$ cat src/dapid_pkg.sv
// Package of offsets, field layouts and reset values for the debug identity block
// Function
// - Second port ident reports size field 0x0C
// - Only lowest 4KB of access port reachable
// - Access port serves the single debug port
// - Base pointer zero field reads 0x000
// - Base pointer zero valid bit reads one
// - Target ident bits 31:1 follow target input bus, bit 0 reads one
// - Instance field follows instance ident input
// - Peripheral variant base equals ROM parameter
// - Peripheral variant entry bit reads one
// - ROM maker fields from maker code input
// - ROM revision field from revision input
// - ROM part fields from part input
// - System variant base follows location input
// - System variant entry bit follows valid input
// - Register offsets fixed from component base
// - Registers take reset values on reset
package dapid_pkg;
    // ==========================================================
    // Register byte offsets
    localparam logic [11:0] DAPID_OFS_PORT_ID2   = 12'h000;
    localparam logic [11:0] DAPID_OFS_BASE_POINTER_ZERO_REG   = 12'h004;
    localparam logic [11:0] DAPID_OFS_TARGET_ID  = 12'h008;
    localparam logic [11:0] DAPID_OFS_LINK_ID    = 12'h00C;
    localparam logic [11:0] DAPID_OFS_AP_BASE    = 12'h010;
    localparam logic [11:0] DAPID_OFS_PERIPH_IDENT_REG_ZERO      = 12'h014;
    localparam logic [11:0] DAPID_OFS_PERIPH_IDENT_REG_ONE      = 12'h018;
    localparam logic [11:0] DAPID_OFS_PERIPH_IDENT_REG_TWO      = 12'h01C;
    localparam logic [11:0] DAPID_OFS_PERIPH_IDENT_REG_FOUR      = 12'h020;
    localparam logic [11:0] DAPID_OFS_SCRATCH    = 12'h024;
    localparam logic [11:0] DAPID_OFS_STATUS     = 12'h028;
    // ==========================================================
    // Fixed field values
    localparam logic [7:0]  DAPID_ADDR_SPACE_SIZE_FIELD_VAL      = 8'h0C;
    localparam logic [11:0] DAPID_PTR_VAL        = 12'h000;
    localparam logic        DAPID_PTR_VALID      = 1'b1;
    localparam logic        DAPID_ENTRY_APB      = 1'b1;
    localparam int          DAPID_ADDR_BITS      = 12;
    localparam logic [31:0] DAPID_ZERO           = 32'h0000_0000;
    localparam logic [31:0] DAPID_SCRATCH_RST    = 32'h0000_0000;
    // Status: bit0 last access hit unmapped, bit1 variant
    localparam int          DAPID_ST_UNMAP       = 0;
    localparam int          DAPID_ST_VARIANT     = 1;
endpackage

$ cat src/dapid_top.sv
// Identity and configuration register block of the debug access port
//
// Local design decisions: the APB register port and the register offsets.
`timescale 1ns/100ps
module dapid_top
    import dapid_pkg::*;
#(
    parameter bit          SYS_VARIANT   = 1'b0,
    parameter logic [19:0] ROM_BASE_ADDR = 20'h00000
) (
    // Clock and reset
    input  wire logic        pclk,
    input  wire logic        presetn,
    // APB slave
    input  wire logic        psel,
    input  wire logic        penable,
    input  wire logic        pwrite,
    input  wire logic [11:0] paddr,
    input  wire logic [31:0] pwdata,
    output logic [31:0]      prdata,
    output logic             pready,
    output logic             pslverr,
    // Integration identity inputs
    input  wire logic [31:0] target_ident_input,
    input  wire logic [3:0]  instance_ident_input,
    input  wire logic [10:0] rom_maker_code_input,
    input  wire logic [3:0]  rom_revision_input,
    input  wire logic [11:0] rom_part_input,
    input  wire logic [19:0] port_location_input,
    input  wire logic        port_location_ok_input
);
    // ==========================================================
    // Register images
    logic [31:0] scratch_q;
    logic        unmap_q;
    logic [31:0] prdata_q;
    logic        pready_q;
    logic        pslverr_q;

    wire         acc_setup  = psel && !penable;
    wire [31:0]  port_id2   = {24'h0, DAPID_ADDR_SPACE_SIZE_FIELD_VAL};
    wire [31:0]  base_pointer_zero_reg   = {DAPID_PTR_VAL, 19'h0, DAPID_PTR_VALID};
    wire [31:0]  target_id  = {target_ident_input[31:1], 1'b1};
    wire [31:0]  link_id    = {instance_ident_input, 27'h0, 1'b1};
    wire [19:0]  base_addr  = SYS_VARIANT ? port_location_input : ROM_BASE_ADDR;
    wire         entry_ok   = SYS_VARIANT ? port_location_ok_input : DAPID_ENTRY_APB;
    wire [31:0]  ap_base    = {base_addr, 10'h0, 1'b1, entry_ok};
    wire [31:0]  periph_ident_reg_zero      = {24'h0, rom_part_input[7:0]};
    wire [31:0]  periph_ident_reg_one      = {24'h0, rom_maker_code_input[3:0], rom_part_input[11:8]};
    wire [31:0]  periph_ident_reg_two      = {24'h0, rom_revision_input, 1'b1, rom_maker_code_input[6:4]};
    wire [31:0]  periph_ident_reg_four      = {28'h0, rom_maker_code_input[10:7]};
    wire [31:0]  status     = {30'h0, SYS_VARIANT, unmap_q};

    // Single slave port only: one requester, no arbitration needed
    // Only the 12-bit window is decoded, so 4KB is all that is visible
    logic [31:0] rd_mux;
    logic        hit;
    always_comb begin
        rd_mux = DAPID_ZERO;
        hit    = 1'b1;
        if (paddr == DAPID_OFS_PORT_ID2) begin
            rd_mux = port_id2;
        end else if (paddr == DAPID_OFS_BASE_POINTER_ZERO_REG) begin
            rd_mux = base_pointer_zero_reg;
        end else if (paddr == DAPID_OFS_TARGET_ID) begin
            rd_mux = target_id;
        end else if (paddr == DAPID_OFS_LINK_ID) begin
            rd_mux = link_id;
        end else if (paddr == DAPID_OFS_AP_BASE) begin
            rd_mux = ap_base;
        end else if (paddr == DAPID_OFS_PERIPH_IDENT_REG_ZERO) begin
            rd_mux = periph_ident_reg_zero;
        end else if (paddr == DAPID_OFS_PERIPH_IDENT_REG_ONE) begin
            rd_mux = periph_ident_reg_one;
        end else if (paddr == DAPID_OFS_PERIPH_IDENT_REG_TWO) begin
            rd_mux = periph_ident_reg_two;
        end else if (paddr == DAPID_OFS_PERIPH_IDENT_REG_FOUR) begin
            rd_mux = periph_ident_reg_four;
        end else if (paddr == DAPID_OFS_SCRATCH) begin
            rd_mux = scratch_q;
        end else if (paddr == DAPID_OFS_STATUS) begin
            rd_mux = status;
        end else begin
            hit    = 1'b0;
        end
    end

    wire wr_scratch = acc_setup && pwrite && (paddr == DAPID_OFS_SCRATCH);

    // ==========================================================
    // Bus answer: one wait-free access phase after setup
    always_ff @(posedge pclk or negedge presetn) begin
        if (!presetn) begin
            prdata_q  <= DAPID_ZERO;
            pready_q  <= 1'b0;
            pslverr_q <= 1'b0;
            scratch_q <= DAPID_SCRATCH_RST;
            unmap_q   <= 1'b0;
        end else begin
            pready_q  <= acc_setup;
            pslverr_q <= acc_setup && !hit;
            prdata_q  <= (acc_setup && !pwrite) ? rd_mux : DAPID_ZERO;
            if (wr_scratch) begin
                scratch_q <= pwdata;
            end
            if (acc_setup) begin
                unmap_q <= !hit;
            end
        end
    end
    // Identity writes are dropped silently; only the scratch word stores

    assign prdata  = prdata_q;
    assign pready  = pready_q;
    assign pslverr = pslverr_q;
endmodule // dapid_top

$ cat config.mk
export PLATFORM = sky130hd
export DESIGN_NAME = dapid_top
export DESIGN_NICKNAME = d
export VERILOG_FILES = /design/src/dapid_pkg.sv /design/src/dapid_top.sv
export SDC_FILE = /design/constraint.sdc
export NUM_CORES = 1
export LEC_CHECK = 0
export ABC_AREA = 1
export BUFFER_PORTS_ARGS = -buffer_cell sky130_fd_sc_hd__buf_2
export CORE_MARGIN = 2
export CORE_UTILIZATION = 50
export DETAILED_ROUTE_END_ITERATION = 8
export PLACE_DENSITY_LB_ADDON = 0.1
export SYNTH_ARGS = -nofsm -noshare
export SYNTH_HDL_FRONTEND = slang
export SYNTH_SLANG_ARGS = --single-unit
$ cat constraint.sdc
create_clock -name pclk -period 1.45 [get_ports pclk]
set_input_delay 0.29 -clock pclk [delete_from_list [all_inputs] [get_ports pclk]]
set_output_delay 0.29 -clock pclk [all_outputs]
set_load 0.01 [all_outputs]
==> results_dict.tcl, run 1 <==
set metrics [dict create \
    status "complete, but fails checks" \
    violations "DRC" \
    overflow 0 \
    grtUsageTotal_pct 25.9 \
    critical_path_class "in2reg" \
    clock_path_buffers 2 \
    dr.pass1.iters 7 \
    cts-buffers-inserted 9 \
    die_width_um 85.8 \
    power.density_nw_per_um2 818 \
    clockPowerShare_pct 43.3 \
    io_buffers 144 \
    syn_area_per_cell_um2 9.08 \
    stdcell_area_um2 4750 \
    max_freq_mhz 743 \
    drv_cap 0 \
    grt_start_max_net_pins 33 \
    critPathLaunch "paddr[9]" \
    ios 167 \
    comb_power_share_pct 8.4 \
    start_util_pct 52.0 \
    netlist_instances 368 \
    hold_viol 0 \
    antenna_found_initial 0 \
    slew_headroom_pct 70.4 \
    grt_util_met2_pct 42.5 \
    use_met1_pct 32.6 \
    tightest_slew_ps 444 \
    clk_pin_slew_ps 80 \
    top_usage_layer "met2" \
    netlist_area_um2 3340 \
    yosys.area_share.xor_xnor_pct 0 \
    crit_fanout 20 \
    vias 3224 \
    utilization_pct 74.0 \
    globalplace.congestion 0.919 \
    fin_skew_ps 11.1 \
    drt_iter0_drc 152 \
    antenna_left 0 \
    viasPerCell 5.09 \
    arrival_ps 1570 \
    yosys.area_share.adder_pct 0 \
    syn_nets 501 \
    ys_seq_area_share_pct 50.2 \
    clock-root-buffer "clkbuf_8" \
    rows 29 \
    p_sw_share_pct 22.8 \
    clock-sinks 67 \
    maxSlewViolCount 0 \
    drcViolationCount 10 \
    min_from "penable" \
    leakage_nw 2.68 \
    drive_above_1_share_pct 41.8 \
    cts_setup_buffers 0 \
    cts_tree "done" \
    grt_pass1_vias 3223 \
    crit_required_ps 1680 \
    dp_hpwl_mm 6.83 \
    grt_use_met3_pct 5.77 \
    dieHeight_um 85.8 \
    setup_viol 0 \
    routedWlPerCell_um 14.0 \
    diodes 0 \
    core_um2 6420 \
    vdd_drop_max_v 0.000622 \
    insertion_delay_ps 340 \
    r2r-start "scratch_q[2]$_DFFE_PN0P_" \
    fin_crit_sh_pct 92.8 \
    hold_path.class "in2reg" \
    p_sw_mw 0.884 \
    synth_top_family_by_area "simple AND/OR/NAND/NOR gates" \
    grt_pass1_wl_mm 14.6 \
    die_area_um2 7350 \
    yosysWarningCount 0 \
    tns_ps 0 \
    holdWs_ps 114 \
    ys_seq_elements 67 \
    place_area_um2 4510 \
    internal_power_mw 3.00 \
    fin_crit_ps 1350 \
    htree_levels 3 \
    nets 686 \
    nFillCells 503 \
    critPathLaunchType "input pin" \
    seqPwrFrac_pct 48.3 \
    synth_cell_type_count 28 \
    routed_wl_mm 8.87 \
    synth_compound_area_share_pct 6.33 \
    muxShareOfSynthArea_pct 10.8 \
    yosys.area_share.simple_pct 26.1 \
    endpoint_kind "flip-flop" \
    area_growth_pct 42.1 \
    grt_setup_unrepaired "true" \
]
[cells in the final DEF (no fill, tap or decap), types with 3 or more instances in the layout]
cell type    n
nor2_1      28
o211ai_1     3
clkbuf_8     9
or2_2        4
nor3_1       3
a21oi_1     28
nor2_4       7
buf_4       33
buf_12       9
o21ai_0      6
dfrtp_1     67
nand2_1     77
buf_2      144
mux2_1      30
inv_1       25
nand4_1      5
inv_2        7
nor2_2       3
nand3_1     47
[area by class of cell]
| cell class | count | area [µm²] | share of cell area [%] |
|---|---|---|---|
| inverter | 33 | 126 | 2.66 |
| clock buffer | 9 | 124 | 2.61 |
| sequential | 67 | 1680 | 35.3 |
| multi-input combinational | 254 | 1470 | 30.9 |
| timing repair buffer | 188 | 1170 | 24.6 |
| clock inverter | 6 | 88.8 | 1.87 |
| tap | 77 | 96.3 | 2.03 |
[path summary, 6_finish.rpt]
check                      slack [ps]  depth (start not counted)                        end
max                               100                         10       prdata[14]$_DFF_PN0_
min                               110                          2           pready$_DFF_PN0_
max reg2reg                       360                          8        prdata[2]$_DFF_PN0_
min reg2reg                       480                          2        unmap_q$_DFFE_PN0P_
max in group asynchronous         500                          3        unmap_q$_DFFE_PN0P_
min in group asynchronous         420                          2  scratch_q[17]$_DFFE_PN0P_
[metal layers]
metal	part of all wire, %	vias up
met5	0	-
met4	3.5	0
met3	7.3	22
met1	41	1476
li1	-	1594
met2	48	132
[power groups by stage]
stage               Sequential, mW  Combinational, mW  Clock (mW)
finish                        1.88              0.326        1.68
global route                  1.88              0.362        1.79
CTS                           1.88              0.325        1.72
detailed placement            1.91              0.321           0
global placement              1.91              0.315           0
floorplan                     1.92             0.0647           0
[registers in the layout, summed over array words and instances, names as in the netlist]
name,cells
prdata,32
pready,1
pslverr,1
scratch_q,32
unmap_q,1
[synth_stat cells (all sizes together)]
cell type / instances / area, µm²
mux2: 32 / 360
o211a: 1 / 10.0
a221oi: 1 / 8.76
o21ai: 6 / 30.0
inv: 33 / 124
a21oi: 28 / 140
nand4: 5 / 31.3
nor2: 38 / 183
buf: 14 / 98.8
dfrtp: 67 / 1680
nand2: 80 / 318
o211ai: 3 / 22.5
or2: 4 / 25.0
nor3: 4 / 31.3
nand3b: 2 / 15.0
nand3: 50 / 268
[critical path, stage by stage]
cell and delay [ps]:
buf_2 110, nor2_4 120, nand2_4 90, nor2_2 140
nand3_1 240, nand2_1 190, nor2_1 80, buf_12 150
nand3_1 80, a21oi_1 80
[what timing repair did]
action	4_1_cts	5_1_grt
hold endpoints to repair	15	0
hold buffers	1	0
gates resized for setup	0	5
setup endpoints to repair	0	8
[per-stage QoR]
step	total power [mW]	setup slack, ps	cells
floorplan	1.98	-26.9	368
global placement	2.23	-215	618
detailed placement	2.23	-261	618
CTS	3.92	108	634
global route	4.03	5.74	634
finish	3.89	104	634
[cells by family after synthesis]
| group | count (synthesis) |
|---|---|
| and+or+nand+nor | 183 |
| AOI/OAI and AO/OA | 39 |
| DFF | 67 |
| muxes | 32 |
| buffers and inverters | 47 |
(Power assumes the default switching activity.)
==> run 2: changes to the inputs <==
--- a/config.mk
+++ b/config.mk
@@ -8,7 +8,8 @@
 export ABC_AREA = 1
 export BUFFER_PORTS_ARGS = -buffer_cell sky130_fd_sc_hd__buf_2
 export CORE_MARGIN = 2
-export CORE_UTILIZATION = 50
+export CORE_UTILIZATION = 51
+export CTS_BUF_LIST = sky130_fd_sc_hd__clkbuf_8
 export DETAILED_ROUTE_END_ITERATION = 8
 export PLACE_DENSITY_LB_ADDON = 0.1
 export SYNTH_ARGS = -nofsm -noshare
==> run 2 against run 1 <==
  * The flow now finishes without violations
  * Flip-flop and latch count unchanged
  * Largest cell class unchanged
  * Worst setup slack better by 20 ps
  * Cell area down 0.79%
  * Sequential power about the same
  * Critical path type unchanged
  * Clock skew down 2.7 ps
  * Sequential share of layout area up 0.28 points
  * Total power up 0.43%
  * Critical endpoint is now prdata[29]$_DFF_PN0_
  * Clock-buffer cell count unchanged
==> results_dict.tcl, run 2 (synthesized netlist as in run 1, its figures left out) <==
set metrics [dict create \
    critPathLaunchType "input pin" \
    viasPerCell 5.04 \
    vias 3206 \
    holdWs_ps 150 \
    maxSlewViolCount 0 \
    routedWlPerCell_um 13.1 \
    slew_headroom_pct 76.0 \
    vdd_drop_max_v 0.000729 \
    drv_cap 0 \
    min_path_cells 2 \
    power.density_nw_per_um2 828 \
    fin_crit_ps 1330 \
    drive_above_1_share_pct 41.9 \
    r2r_slack_ps 400 \
    wl_met2_mm 4.13 \
    dp_hpwl_mm 6.39 \
    nets 688 \
    fin_crit_sh_pct 91.5 \
    clock_path_buffers 2 \
    slowest_delay_ps 170 \
    cts_tree "done" \
    grt_setup_unrepaired "false" \
    utilization_pct 74.2 \
    rows 29 \
    drcViolationCount 0 \
    arrival_ps 1550 \
    ios 167 \
    crit_fanout 5 \
    hold_viol 0 \
    hold_path.class "in2reg" \
    reg2reg_depth 8 \
    placed_cells 620 \
    tightest_slew_ps 360 \
    antenna_left 0 \
    status "completed" \
    critPathLaunch "paddr[9]" \
    die_area_um2 7220 \
    clk_pin_slew_ps 80 \
    min_from "pwdata[23]" \
    start_util_pct 52.6 \
    overflow 0 \
    diodes 0 \
    clock-sinks 67 \
    cp_common_cell "nand2_1" \
    worst-path-buf-inv 5 \
    grt_start_max_net_pins 68 \
    critical_path_class "in2reg" \
    slowest_stage "nor2_2" \
    cts-buffers-inserted 9 \
    htree_levels 3 \
    tns_ps 0 \
    clock-root-buffer "clkbuf_8" \
    grt_pass1_vias 3184 \
    drt_iter0_drc 151 \
    cpLargestDelayFamily "simple AND/OR/NAND/NOR gates" \
    cp_num_cells 12 \
    core_um2 6350 \
    power_mw 3.90 \
    die_width_um 85.0 \
    insertion_delay_ps 350 \
    nFillCells 494 \
    final_cell_mix "buf_2, nand2_1, dfrtp_1, nand3_1, buf_4" \
    cp_cell_sequence "buf_2 > nor2_4 > nand2_4 > buf_4 > nor2_2 > nand2_1 > nand2_1 > inv_2 > nand2_1 > inv_2 > o211ai_1 > inv_1" \
    highest_layer "met4" \
    area_growth_pct 41.0 \
    dr.pass1.iters 4 \
    crit_required_ps 1680 \
    grt_pass1_wl_mm 13.9 \
    dieHeight_um 85.0 \
    leakage_nw 2.67 \
    timing.rr.end "prdata[2]$_DFF_PN0_" \
    grtUsageTotal_pct 24.4 \
    m1WireLength_mm 3.53 \
    routed_wl_mm 8.34 \
    globalplace.congestion 0.896 \
    crit_end "prdata[29]$_DFF_PN0_" \
    max_freq_mhz 754 \
    met3_length_um 560 \
    fin_skew_ps 8.45 \
    final_cells 636 \
    setup_viol 0 \
    antenna_found_initial 0 \
    r2r-start "scratch_q[2]$_DFFE_PN0P_" \
    final_common_cell "buf_2" \
    endpoint_kind "flip-flop" \
    io_buffers 144 \
]
[run 2: cell count changes in the layout (fill, tap and decap cells not counted)]
cell / before / now
nand3_2: 2 / 1
inv_2: 7 / 8
nor2_2: 3 / 4
clkinv_4: 0 / 1
nand3_1: 47 / 48
nor2_4: 7 / 6
inv_4: 1 / 0
clkinvlp_4: 2 / 1
buf_6: 1 / 0
buf_4: 33 / 39
buf_12: 9 / 6
[run 2: cell type report]
| class | count | area, µm² | area share, % |
|---|---|---|---|
| sequential | 67 | 1680 | 35.6 |
| multi-input combinational | 254 | 1460 | 30.9 |
| timing repair buffer | 190 | 1140 | 24.3 |
| clock buffer | 9 | 124 | 2.63 |
| inverter | 33 | 124 | 2.63 |
| tap | 77 | 96.3 | 2.04 |
| clock inverter | 6 | 90.1 | 1.91 |
[run 2: power by group]
part / switching (mW) / internal (mW)
sequential: 0.00348 / 1.87
combinational: 0.157 / 0.162
clock: 0.741 / 0.964
[run 2: worst min-delay path by stage]
| stage | slack, ps | endpoint |
|---|---|---|
| 2_1_floorplan | -6 | prdata[0]$_DFF_PN0_ |
| 3_3_place_gp | 330 | prdata[4]$_DFF_PN0_ |
| 3_5_place_dp | 330 | prdata[4]$_DFF_PN0_ |
| 4_1_cts | 140 | scratch_q[23]$_DFFE_PN0P_ |
| 5_1_grt | 140 | scratch_q[12]$_DFFE_PN0P_ |
| 6_report | 150 | scratch_q[23]$_DFFE_PN0P_ |
[run 2: metrics by stage]
stage / setup WS, ps / instance area [µm²]
after floorplan: -26.9 / 3360
after global placement: -199 / 4480
after detailed placement: -239 / 4480
after CTS: 133 / 4710
after global routing: 20.0 / 4710
final: 124 / 4710
[run 2: repair_timing]
action | CTS | global route
endpoints found under the setup margin | 0 | 3
setup buffers | 0 | 0
gates resized for setup | 0 | 1
hold buffers | 1 | 0
endpoints found under the hold margin | 67 | 0
[run 2: layer usage]
| metal | track usage, % | vias up |
|---|---|---|
| met4 | 8.51 | 0 |
| met5 | 0 | - |
| met1 | 30.5 | 1495 |
| li1 | - | 1583 |
| met3 | 6.91 | 11 |
| met2 | 40.8 | 117 |
[run 2: worst register-to-register path: cells and delay by family, from the launching register on]
family,cells,cell delay [ps]
buffers and inverters,1,30
flip-flops,1,390
AND/OR/NAND/NOR,6,410
AO/OA/AOI/OAI,1,140
